--- src/verilog/pwm_timer_pkg.sv ---
// constants and carrier types for the dual-slope 16-bit pwm timer
package pwm_timer_pkg;

  // register byte offsets on the apb bus
  localparam logic [7:0] OFF_CTRL = 8'h00;
  localparam logic [7:0] OFF_COUNT = 8'h04;
  localparam logic [7:0] OFF_CMP_A = 8'h08;
  localparam logic [7:0] OFF_CMP_B = 8'h0c;
  localparam logic [7:0] OFF_CAPTURE = 8'h10;
  localparam logic [7:0] OFF_FLAGS = 8'h14;

  // waveform mode field encodings
  localparam logic [3:0] WAVE_PC_8BIT = 4'h1;
  localparam logic [3:0] WAVE_PC_9BIT = 4'h2;
  localparam logic [3:0] WAVE_PC_10BIT = 4'h3;
  localparam logic [3:0] WAVE_PFC_CAP = 4'h8;
  localparam logic [3:0] WAVE_PFC_CMPA = 4'h9;
  localparam logic [3:0] WAVE_PC_CAP = 4'ha;
  localparam logic [3:0] WAVE_PC_CMPA = 4'hb;

  // fixed top values and counter limits
  localparam logic [15:0] TOP_8BIT = 16'h00ff;
  localparam logic [15:0] TOP_9BIT = 16'h01ff;
  localparam logic [15:0] TOP_10BIT = 16'h03ff;
  localparam logic [15:0] COUNT_BOTTOM = 16'h0000;

  // output mode field encodings
  localparam logic [1:0] OUT_OFF = 2'h0;
  localparam logic [1:0] OUT_TOGGLE = 2'h1;
  localparam logic [1:0] OUT_NONINV = 2'h2;
  localparam logic [1:0] OUT_INV = 2'h3;

  // prescale divisors selected by the clock select field
  localparam logic [10:0] DIV_1 = 11'h001;
  localparam logic [10:0] DIV_8 = 11'h008;
  localparam logic [10:0] DIV_64 = 11'h040;
  localparam logic [10:0] DIV_256 = 11'h100;
  localparam logic [10:0] DIV_1024 = 11'h400;

  typedef struct packed {
    logic pin_direction_b;
    logic pin_direction_a;
    logic [2:0] clock_select;
    logic [1:0] output_mode_field_b;
    logic [1:0] output_mode_field_a;
    logic [3:0] waveform_mode_field;
  } ctrl_t;

  typedef struct packed {
    logic capture_flag;
    logic compare_match_flag_b;
    logic compare_match_flag_a;
    logic counter_overflow_flag;
  } flags_t;

  localparam ctrl_t CTRL_RESET = '0;
  localparam flags_t FLAGS_RESET = '0;
  localparam logic [15:0] VALUE_RESET = 16'h0000;

endpackage

--- src/verilog/compare_output_unit.sv ---
// one compare output: waveform level and pin enable
`timescale 1ns/1ps
module compare_output_unit (
  input wire logic i_clk,
  input wire logic i_rst_n,
  input wire logic i_tick,
  input wire logic i_dual,
  input wire logic i_match,
  input wire logic i_up,
  input wire logic i_toggle_ok,
  input wire logic [1:0] i_mode,
  input wire logic i_pin_direction,
  output logic o_level,
  output logic o_oe
);

  logic connected;
  logic fire;
  logic next_level;

  assign connected = i_mode[1] || (i_mode == pwm_timer_pkg::OUT_TOGGLE && i_toggle_ok);
  assign fire = i_tick && i_dual && i_match;

  always_comb begin
    next_level = o_level;
    if (fire) begin
      unique case (i_mode)
        pwm_timer_pkg::OUT_TOGGLE: next_level = i_toggle_ok ? !o_level : o_level;
        pwm_timer_pkg::OUT_NONINV: next_level = !i_up;
        pwm_timer_pkg::OUT_INV: next_level = i_up;
        pwm_timer_pkg::OUT_OFF: next_level = o_level;
      endcase
    end
  end

  always_ff @(posedge i_clk or negedge i_rst_n) begin
    if (!i_rst_n) begin
      o_level <= 1'b0;
      o_oe <= 1'b0;
    end else begin
      o_level <= next_level;
      o_oe <= i_pin_direction && connected;
    end
  end

endmodule

--- src/verilog/dual_slope_pwm_timer16.sv ---
// dual-slope pwm timer with apb register access
//
// Our own choices: the address map and the APB register port.
`timescale 1ns/1ps
// Notes on behaviour
// - phase correct sets overflow flag at bottom
// - phase correct top flag with top buffer load
// - phase correct loads compare buffers at top
// - fixed top modes mask written compare bits
// - output mode two non-inverted, three inverted
// - pin driven only when direction bit set
// - non-inverted clears upcounting, sets downcounting
// - frequency is clock over two n top
// - compare bottom gives low, top gives high
// - modes nine, eleven toggle a with a as top
// - modes eight, nine run frequency correct
// - top source by mode, one cycle at top
// - frequency correct loads and overflows at bottom
// - frequency correct sets top flag at top
// - compare flag set when count equals compare
// - counter synchronous, timer clock is enable
// - phase correct modes and their top sources
// - toggle only for a in modes 8-11
module dual_slope_pwm_timer16 (
  input wire logic i_clk,
  input wire logic i_rst_n,
  input wire logic i_psel,
  input wire logic i_penable,
  input wire logic i_pwrite,
  input wire logic [7:0] i_paddr,
  input wire logic [31:0] i_pwdata,
  output logic [31:0] o_prdata,
  output logic o_pready,
  output logic o_pslverr,
  output logic o_compare_output_a,
  output logic o_compare_output_a_oe,
  output logic o_compare_output_b,
  output logic o_compare_output_b_oe
);

  ////////////////////////////////////////////////////////////////////////////
  // registers and state

  pwm_timer_pkg::ctrl_t ctrl;
  pwm_timer_pkg::flags_t flags;
  pwm_timer_pkg::flags_t flag_set;
  logic [15:0] count_value;
  logic [15:0] compare_buffer_a;
  logic [15:0] compare_buffer_b;
  logic [15:0] compare_value_a;
  logic [15:0] compare_value_b;
  logic [15:0] capture_value_reg;
  logic counting_down;
  logic timer_clock_enable;

  ////////////////////////////////////////////////////////////////////////////
  // mode decode

  function automatic logic [15:0] fixed_top_of(input logic [3:0] mode);
    unique case (mode)
      pwm_timer_pkg::WAVE_PC_8BIT: fixed_top_of = pwm_timer_pkg::TOP_8BIT;
      pwm_timer_pkg::WAVE_PC_9BIT: fixed_top_of = pwm_timer_pkg::TOP_9BIT;
      pwm_timer_pkg::WAVE_PC_10BIT: fixed_top_of = pwm_timer_pkg::TOP_10BIT;
      default: fixed_top_of = 16'hffff;
    endcase
  endfunction

  wire [3:0] mode = ctrl.waveform_mode_field;
  wire fixed_mode = mode == pwm_timer_pkg::WAVE_PC_8BIT || mode == pwm_timer_pkg::WAVE_PC_9BIT
    || mode == pwm_timer_pkg::WAVE_PC_10BIT;
  wire cap_top = mode == pwm_timer_pkg::WAVE_PFC_CAP || mode == pwm_timer_pkg::WAVE_PC_CAP;
  wire cmpa_top = mode == pwm_timer_pkg::WAVE_PFC_CMPA || mode == pwm_timer_pkg::WAVE_PC_CMPA;
  wire pfc_mode = mode == pwm_timer_pkg::WAVE_PFC_CAP || mode == pwm_timer_pkg::WAVE_PFC_CMPA;
  wire pc_mode = fixed_mode || mode == pwm_timer_pkg::WAVE_PC_CAP
    || mode == pwm_timer_pkg::WAVE_PC_CMPA;
  wire dual = pfc_mode || pc_mode;
  wire toggle_ok_a = pfc_mode || cmpa_top || cap_top;
  wire [15:0] top = cap_top ? capture_value_reg : (cmpa_top ? compare_value_a : fixed_top_of(mode));
  wire [15:0] write_mask = fixed_mode ? fixed_top_of(mode) : 16'hffff;

  ////////////////////////////////////////////////////////////////////////////
  // counter events

  wire at_bottom = count_value == pwm_timer_pkg::COUNT_BOTTOM;
  wire at_top = count_value == top;
  // bottom counts as rising and top as falling so extreme compares hold a level
  wire up_eff = at_bottom || (!counting_down && !at_top);
  wire match_a = count_value == compare_value_a;
  wire match_b = count_value == compare_value_b;
  wire step = timer_clock_enable;
  wire load_top = step && pc_mode && at_top;
  wire load_bottom = step && pfc_mode && at_bottom;
  wire load_now = !dual || load_top || load_bottom;

  assign flag_set.counter_overflow_flag = step && dual && at_bottom;
  assign flag_set.compare_match_flag_a = step && (match_a || (dual && cmpa_top && at_top));
  assign flag_set.compare_match_flag_b = step && match_b;
  assign flag_set.capture_flag = step && dual && cap_top && at_top;

  ////////////////////////////////////////////////////////////////////////////
  // apb decode

  wire access = i_psel && i_penable;
  wire take = access && o_pready;
  wire wr = take && i_pwrite;
  wire hit_ctrl = i_paddr == pwm_timer_pkg::OFF_CTRL;
  wire hit_count = i_paddr == pwm_timer_pkg::OFF_COUNT;
  wire hit_cmp_a = i_paddr == pwm_timer_pkg::OFF_CMP_A;
  wire hit_cmp_b = i_paddr == pwm_timer_pkg::OFF_CMP_B;
  wire hit_capture = i_paddr == pwm_timer_pkg::OFF_CAPTURE;
  wire hit_flags = i_paddr == pwm_timer_pkg::OFF_FLAGS;
  wire mapped = hit_ctrl || hit_count || hit_cmp_a || hit_cmp_b || hit_capture || hit_flags;
  wire [15:0] wdata_masked = i_pwdata[15:0] & write_mask;
  wire [3:0] flag_clear = (wr && hit_flags) ? i_pwdata[3:0] : 4'h0;

  logic [31:0] next_rdata;
  always_comb begin
    next_rdata = 32'h0000_0000;
    if (hit_ctrl) next_rdata = {19'h0, ctrl};
    if (hit_count) next_rdata = {16'h0, count_value};
    if (hit_cmp_a) next_rdata = {16'h0, compare_buffer_a};
    if (hit_cmp_b) next_rdata = {16'h0, compare_buffer_b};
    if (hit_capture) next_rdata = {16'h0, capture_value_reg};
    if (hit_flags) next_rdata = {28'h0, flags};
  end

  always_ff @(posedge i_clk or negedge i_rst_n) begin
    if (!i_rst_n) begin
      o_pready <= 1'b0;
      o_pslverr <= 1'b0;
      o_prdata <= 32'h0000_0000;
    end else begin
      o_pready <= access && !o_pready;
      o_pslverr <= access && !o_pready && !mapped;
      o_prdata <= (access && !o_pready && !i_pwrite) ? next_rdata : 32'h0000_0000;
    end
  end

  ////////////////////////////////////////////////////////////////////////////
  // registers

  always_ff @(posedge i_clk or negedge i_rst_n) begin
    if (!i_rst_n) begin
      ctrl <= pwm_timer_pkg::CTRL_RESET;
      capture_value_reg <= pwm_timer_pkg::VALUE_RESET;
      compare_buffer_a <= pwm_timer_pkg::VALUE_RESET;
      compare_buffer_b <= pwm_timer_pkg::VALUE_RESET;
    end else begin
      if (wr && hit_ctrl) ctrl <= i_pwdata[12:0];
      if (wr && hit_capture) capture_value_reg <= i_pwdata[15:0];
      if (wr && hit_cmp_a) compare_buffer_a <= wdata_masked;
      if (wr && hit_cmp_b) compare_buffer_b <= wdata_masked;
    end
  end

  always_ff @(posedge i_clk or negedge i_rst_n) begin
    if (!i_rst_n) begin
      compare_value_a <= pwm_timer_pkg::VALUE_RESET;
      compare_value_b <= pwm_timer_pkg::VALUE_RESET;
    end else if (load_now) begin
      compare_value_a <= compare_buffer_a;
      compare_value_b <= compare_buffer_b;
    end
  end

  // a new event wins over a clear in the same cycle
  always_ff @(posedge i_clk or negedge i_rst_n) begin
    if (!i_rst_n) begin
      flags <= pwm_timer_pkg::FLAGS_RESET;
    end else begin
      flags <= (flags & ~flag_clear) | flag_set;
    end
  end

  ////////////////////////////////////////////////////////////////////////////
  // counter

  logic [15:0] next_count;
  logic next_down;
  always_comb begin
    next_count = count_value;
    next_down = counting_down;
    if (step) begin
      if (!dual) begin
        next_count = count_value + 16'h0001;
        next_down = 1'b0;
      end else if (at_top && !at_bottom) begin
        next_count = count_value - 16'h0001;
        next_down = 1'b1;
      end else if (at_bottom) begin
        next_count = count_value + 16'h0001;
        next_down = 1'b0;
      end else begin
        next_count = counting_down ? count_value - 16'h0001 : count_value + 16'h0001;
      end
    end
    if (wr && hit_count) next_count = i_pwdata[15:0];
  end

  always_ff @(posedge i_clk or negedge i_rst_n) begin
    if (!i_rst_n) begin
      count_value <= pwm_timer_pkg::VALUE_RESET;
      counting_down <= 1'b0;
    end else begin
      count_value <= next_count;
      counting_down <= next_down;
    end
  end

  ////////////////////////////////////////////////////////////////////////////
  // prescaler and outputs

  timer_prescaler u_prescaler (
    .i_clk(i_clk),
    .i_rst_n(i_rst_n),
    .i_clock_select(ctrl.clock_select),
    .o_tick(timer_clock_enable)
  );

  compare_output_unit u_out_a (
    .i_clk(i_clk),
    .i_rst_n(i_rst_n),
    .i_tick(step),
    .i_dual(dual),
    .i_match(match_a),
    .i_up(up_eff),
    .i_toggle_ok(toggle_ok_a),
    .i_mode(ctrl.output_mode_field_a),
    .i_pin_direction(ctrl.pin_direction_a),
    .o_level(o_compare_output_a),
    .o_oe(o_compare_output_a_oe)
  );

  compare_output_unit u_out_b (
    .i_clk(i_clk),
    .i_rst_n(i_rst_n),
    .i_tick(step),
    .i_dual(dual),
    .i_match(match_b),
    .i_up(up_eff),
    .i_toggle_ok(1'b0),
    .i_mode(ctrl.output_mode_field_b),
    .i_pin_direction(ctrl.pin_direction_b),
    .o_level(o_compare_output_b),
    .o_oe(o_compare_output_b_oe)
  );
endmodule

--- src/verilog/timer_prescaler.sv ---
// prescaler that pulses the timer clock enable once every n clock cycles
`timescale 1ns/1ps
module timer_prescaler (
  input wire logic i_clk,
  input wire logic i_rst_n,
  input wire logic [2:0] i_clock_select,
  output logic o_tick
);

  logic [10:0] div_count;
  logic [10:0] divisor;

  function automatic logic [10:0] divisor_of(input logic [2:0] sel);
    unique case (sel)
      3'h1: divisor_of = pwm_timer_pkg::DIV_1;
      3'h2: divisor_of = pwm_timer_pkg::DIV_8;
      3'h3: divisor_of = pwm_timer_pkg::DIV_64;
      3'h4: divisor_of = pwm_timer_pkg::DIV_256;
      3'h5: divisor_of = pwm_timer_pkg::DIV_1024;
      default: divisor_of = 11'h000;
    endcase
  endfunction

  assign divisor = divisor_of(i_clock_select);
  // a zero divisor means the timer is stopped
  assign o_tick = (divisor != 11'h000) && (div_count >= divisor - 11'h001);

  always_ff @(posedge i_clk or negedge i_rst_n) begin
    if (!i_rst_n) begin
      div_count <= 11'h000;
    end else if (o_tick || divisor == 11'h000) begin
      div_count <= 11'h000;
    end else begin
      div_count <= div_count + 11'h001;
    end
  end

endmodule
--- config.mk ---
export PLATFORM = sky130hd
export DESIGN_NAME = dual_slope_pwm_timer16
export DESIGN_NICKNAME = d
export VERILOG_FILES = /design/src/verilog/pwm_timer_pkg.sv /design/src/verilog/compare_output_unit.sv /design/src/verilog/dual_slope_pwm_timer16.sv /design/src/verilog/timer_prescaler.sv
export SDC_FILE = /design/constraint.sdc
export NUM_CORES = 1
export LEC_CHECK = 0
export BUFFER_PORTS_ARGS = -buffer_cell sky130_fd_sc_hd__buf_2
export CORE_MARGIN = 4
export CORE_UTILIZATION = 56
export CTS_BUF_LIST = sky130_fd_sc_hd__clkbuf_4 sky130_fd_sc_hd__clkbuf_8
export CTS_CLUSTER_SIZE = 8
export DETAILED_ROUTE_END_ITERATION = 7
export PLACE_DENSITY = 0.9
export RECOVER_POWER = 25
export SLEW_MARGIN = 20
export SYNTH_ARGS = -nofsm -noshare
export SYNTH_HDL_FRONTEND = slang
export SYNTH_HIERARCHICAL = 1
export SYNTH_SLANG_ARGS = --single-unit
export TNS_END_PERCENT = 100
--- constraint.sdc ---
create_clock -name i_clk -period 4.3 [get_ports i_clk]
set_input_delay 0.645 -clock i_clk [delete_from_list [all_inputs] [get_ports i_clk]]
set_output_delay 0.645 -clock i_clk [all_outputs]
set_load 0.01 [all_outputs]
# Word-level counts from Yosys, hierarchy flattened
# Cells that the tools add are included.
# totals
elab_cells	163
ff_bits	163
output_inout_bits	38
# classes
n_lt_le_gt_ge	1
mux	26
bitwise_logic	6
reduce_logical	73
n_eq_ne	28
n_addsub	4
# op_table
operator	count
2-to-1 mux 32 bit	6
2-to-1 mux 16 bit	9
one-hot mux 11 bit (5 select lines)	1
equality test 16 bit	3
one-hot mux 16 bit (3 select lines)	1
logical AND 1 bit	32
logical OR 1 bit	21
adder 16 x 1 -> 16 bit, second input constant	1
AND 16 bit	1
equality test 4 bit, second input constant	4
equality test 8 x 4 -> 1 bit, second input constant	2
equality test 8 x 5 -> 1 bit, second input constant	2
logical NOT 16 bit	1
subtractor 16 x 1 -> 16 bit, second input constant	1
2-to-1 mux 13 bit	1
adder 11 x 1 -> 11 bit, second input constant	1
>= comparator 11 bit	1
logical NOT 11 bit	1
2-to-1 mux 11 bit	1
nonzero test 11 bit	1
subtractor 11 x 1 -> 11 bit, second input constant	1
logical NOT 1 bit	9
equality test 2 bit, second input constant	4
equality test 4 x 2 -> 1 bit, second input constant	2
other kinds (22)	31

# Depth between registers and ports, before layout
# logic_depth
ltp_word	11
ltp_mapped	20

# Hierarchy
# Netlist, hierarchy kept.
# modules_own_cells
mod	area_each_um2	seq_area_each_um2	cells_each	instances
dual_slope_pwm_timer16	7564.8	3303.2	718	1
timer_prescaler	958.4	275.3	108	1
compare_output_unit	102.6	50.0	10	2

# Worst setup path after synthesis
# Ideal clock, no wire load.
# synth_timing
path_type	register -> register
from	register ctrl[10] (netlist bit)
to	register count_value[13]
path_slack_ns	0.306
arrival_time_ns	3.928
path_buffers	1
path_stages_with_launch	18
period_less_slack_ns	3.994
t_required_ns	4.235
path_cell_list	dfrtp_1 inv_1 ha_1 nor3b_4 or2b_1 ha_1 inv_1 xnor2_1 ha_1 nand2_1 o21ai_0 a31oi_1 a21oi_1 clkbuf_1 inv_1 or3_1 mux2_1 nand2_1
# synth_between
elab_chain_len	6
word_cells_on_any_way	11
cone_classes	add/sub: 1; order compare: 1; eq/ne: 5; mux: 1; reduce/logical: 3
# synth_lines
item	line_no	text
start: declaration	dual_slope_pwm_timer16.sv:44	pwm_timer_pkg::ctrl_t ctrl;
start signal: assignment	dual_slope_pwm_timer16.sv:144	ctrl <= pwm_timer_pkg::CTRL_RESET;
start signal: assignment	dual_slope_pwm_timer16.sv:149	if (wr && hit_ctrl) ctrl <= i_pwdata[12:0];
equality test 3 bit, or another cell as far along	timer_prescaler.sv:14	unique case (sel)
one-hot mux 11 bit (5 select lines) *	timer_prescaler.sv:14	
subtractor 11 x 1 -> 11 bit	timer_prescaler.sv:26	assign o_tick = (divisor != 11'h000) && (div_count >= divisor - 11'h001);
>= comparator 11 bit	timer_prescaler.sv:26	
logical AND 1 bit *	timer_prescaler.sv:26	
via step	dual_slope_pwm_timer16.sv:90	wire step = timer_clock_enable;
nonzero test 2 bit (no source line) *	-	
end signal: assignment	dual_slope_pwm_timer16.sv:202	count_value <= pwm_timer_pkg::VALUE_RESET;
end signal: assignment	dual_slope_pwm_timer16.sv:205	count_value <= next_count;
end: declaration	dual_slope_pwm_timer16.sv:47	logic [15:0] count_value;
# The timed path passes the listed nets; every way through them passes the cells marked *.
# A chain may end at the register's enable or synchronous reset.

# Worst setup path in the final report
# layout_timing
from	register ctrl[9] (netlist bit)
to	register compare_value_b[11]
# layout_between
elab_chain_len	9
word_cells_on_any_way	16
cone_classes	add/sub: 1; order compare: 1; eq/ne: 5; mux: 1; reduce/logical: 8
# layout_lines
item	line_no	text
equality test 3 bit, or another cell as far along	timer_prescaler.sv:14	
one-hot mux 11 bit (5 select lines) *	timer_prescaler.sv:14	
subtractor 11 x 1 -> 11 bit	timer_prescaler.sv:26	
>= comparator 11 bit	timer_prescaler.sv:26	
logical AND 1 bit *	timer_prescaler.sv:26	
via step	dual_slope_pwm_timer16.sv:90	
logical AND 1 bit (2 in series)	dual_slope_pwm_timer16.sv:91	wire load_top = step && pc_mode && at_top;
logical OR 1 bit	dual_slope_pwm_timer16.sv:93	wire load_now = !dual || load_top || load_bottom;
logical OR 1 bit *	dual_slope_pwm_timer16.sv:93	
end signal: assignment	dual_slope_pwm_timer16.sv:159	compare_value_b <= pwm_timer_pkg::VALUE_RESET;
end signal: assignment	dual_slope_pwm_timer16.sv:162	compare_value_b <= compare_buffer_b;
end: declaration	dual_slope_pwm_timer16.sv:51	logic [15:0] compare_value_b;
# Marks and branches as above.

==> summary.md <==
| Metric | Value |
|---|---|
| Outcome | finished with violations |
| Failing checks | max-capacitance violations, max-slew violations |
| Via count | between 6000 and 7000 |
| Largest net degree at the start of global routing | 81 |
| Sink of the worst hold path | count_value[8] |
| Async S/R FF share, synth | 1.000 |
| Final setup fails | 0 |
| Final worst-path cycle share | 0.9571 |
| Core ar. | 0.01526 mm^2 |
| Critical path cell sequence | ha_1, nor3b_4, or2b_1, ha_1, nor2_1, a22o_1, o21ai_0, ha_1, a21o_1, a21o_1, a31oi_2, a21oi_4, and2_1, o21bai_1, a21oi_4, buf_8, mux2_4 |
| Syn Std Cell Area | 0.008728 mm^2 |
| Synth top area cells | dfrtp_1, mux2_2, mux2_4 |
| Initial antenna violation count | 0 |
| Fmax | 243.0 MHz |
| PwrDens | 274.5 mW/mm^2 |
| Avg Vias per Cell | just over 6 |
| Post-CTS Setup Bufs | 0 |
| Clock slew at reported path FFs | about 80 ps |
| DP Cell Count | approximately 1100 |
| HPWL Detailed | 15670 um |
| Cell variety after synth | between 70 and 80 |
| Peak VDD IR | 0.2006 mV |
| RSZ-0062 raised after global routing | no |
| Leak | 4.340 nW |
| Antenna viol nets, final | 0 |
| Die Ht | roughly 130 um |
| Post-Layout Cell Count | ~1100 |
| Cell count after synthesis | 846 |
| Rel. slew slack | -1.387 |
| DIE WIDTH | 132.8 um |
| Synth top area share | 0.4214 |
| Hold depth | 3 |
| Drt total wl | 22330 um |
| Crit path required time | approximately 4600 ps |
| Ys flop type | dfrtp_1 |
| Final core occ | 0.6246 |
| CP endpoint kind | flop |
| CTS Buffer Depth | 2 |
| HP Class | in2reg |
| Total power | about 0.0026 W |
| Gpl congestion | 0.9346 |
| Area delta synth->final | 9.189% |
| Seq cells post-synth | 147 |
| Worst hold margin | 464.8 ps |
| Max incr delay on CP | around 410 ps |
| IO Pins | 83 |
| Overflow left after global routing | 0 |
| CP most frequent cell | ha_1 |
| Period minus WS final | just over 4000 ps |
| Setup TNS | 0 ps |
| Worst skew pair latency | 460 ps |
| Cts bufs inserted | 17 |
| Most common library cells after synthesis | dfrtp_1, nand2_1, nor2_1 |
| Input/output buffers | 50 |
| Routed wire per std cell | about 20 um |
| Ratio of cells with drive above 1 in the final layout | 0.2363 |
| CTS H-Tree Depth | 4 |
| DIE AREA | 0.01765 mm^2 |
| MaxCap Viol Count | 1 |
| Leading area contributor after synthesis | dfrtp_1 |
| CP max FO | 16 |
| CTS Hold Bufs | 0 |
| CP arrival | around 4500 ps |
| Pins over their slew limit | between 60 and 70 |
| Initial Util | 0.5720 |
| Crit Path Category | reg2reg |
| Clk_skew | 14.43 ps |
| Drc violations | 0 |
| GRT Resource Usage Total | 0.2598 |
| Clock sinks | 147 |
| Clock root cell | clkbuf_8 |
| DR pass1 iterations | 5 |
| # diodes | 0 |
| Hold Crit Start | i_pwdata[8] |
| R2r startpoint | ctrl[9] |
| Vias in the first global route | ~6800 |
| Reg-to-Reg End | compare_value_b[11] |
| Initial DRC Count | 719 |
| FF-to-FF path depth | 17 |
| Post-cts resize count | 0 |
| NumNets Final | 944 |
| EDFF count, synth | 0 |
| Most common cell in the netlist | dfrtp_1 |
| TritonCTS clock tree | built |
| Mean Syn Cell Area | 10.32 um^2 |
| Crit path max-delay cell type | dfrtp_1 |
| R2R setup slack | roughly 180 ps |
| Row count | 45 |
| First-pass GRT wire length | 36240 um |
| Least-Margin Pin Slew | approximately 3600 ps |
| Seq/Total Area, Yosys | 0.4214 |
| Startpoint types | flop |
| Synth Warn # | 6 |
| Fin. Hold Viols | 0 |
-- placed cells by master (no fill, tap or decap), drive strengths merged, types with 17 or more instances in the layout --
master    n
mux2     89
nor3     25
dfrtp   147
o21ai    35
xnor2    47
a21oi    35
mux2i    27
clkbuf   20
nand2    78
nor2     63
ha       19
xor2     18
conb     18
inv      17
buf      69
-- power breakdown --
part,switching [W],internal (W)
clock network,0.000554,0.000537
registers,0.00000606,0.00139
logic,0.0000919,0.0000405
-- how the worst max path moves through the flow --
stage / from / end / slack [ps] / cells past startpoint
global placement: ctrl[10] / compare_value_b[6] / 260 / 17
global route: ctrl[9] / count_value[12] / 3 / 19
finish: ctrl[9] / compare_value_b[11] / 180 / 17
CTS: ctrl[9] / compare_value_a[5] / 170 / 16
detailed placement: ctrl[9] / compare_value_b[4] / 210 / 16
floorplan: ctrl[10] / count_value[13] / 310 / 17
-- metal layers --
layer,GRT usage,vias to the layer above,part of all wire
met5,0,-,0
met3,0.07262,64,0.099
met1,0.3503,3307,0.41
met4,0.1057,0,0.031
li1,-,3039,-
met2,0.3976,352,0.46
-- layout make-up --
cell class	instances	area, um^2
fill	1207	5728
multi-input combinational	631	4713
sequential	147	3679
timing repair buffer	70	426.7
tap	211	264.0
clock buffer	19	249.0
clock inverter	13	150.1
inverter	13	48.80
-- through the flow --
| stage | instance area, um^2 | worst slack (ps) |
|---|---|---|
| 2_1_floorplan | 8792 | 306.5 |
| 3_3_place_gp | 9110 | 263.4 |
| 3_5_place_dp | 9110 | 207.0 |
| 4_1_cts | 9509 | 166.3 |
| 5_1_grt | 9530 | 3.054 |
| 6_report | 9530 | 184.4 |
-- cell families (layout without fill, tap and decap cells) --
kind of cell | count (synthesis) | count (layout) | synth area share
simple gates | 264 | 264 | 0.1518
other cells | 1 | 18 | 0.0004296
buf+inv | 85 | 115 | 0.04874
xor+xnor | 65 | 65 | 0.06522
compound gates | 142 | 142 | 0.1079
flops | 147 | 147 | 0.4214
mux | 123 | 123 | 0.1772
fa+ha+maj | 19 | 19 | 0.02724
-- critical path, delay by kind of cell (launching register included) --
kind | cells | cell delay, ps
and+or+nand+nor | 4 | 810
adders and majority gates | 3 | 820
AOI/OAI and AO/OA | 8 | 1380
muxes | 1 | 320
buffers and inverters | 1 | 250
DFF | 1 | 410
Power figures use the tool's default switching activity.
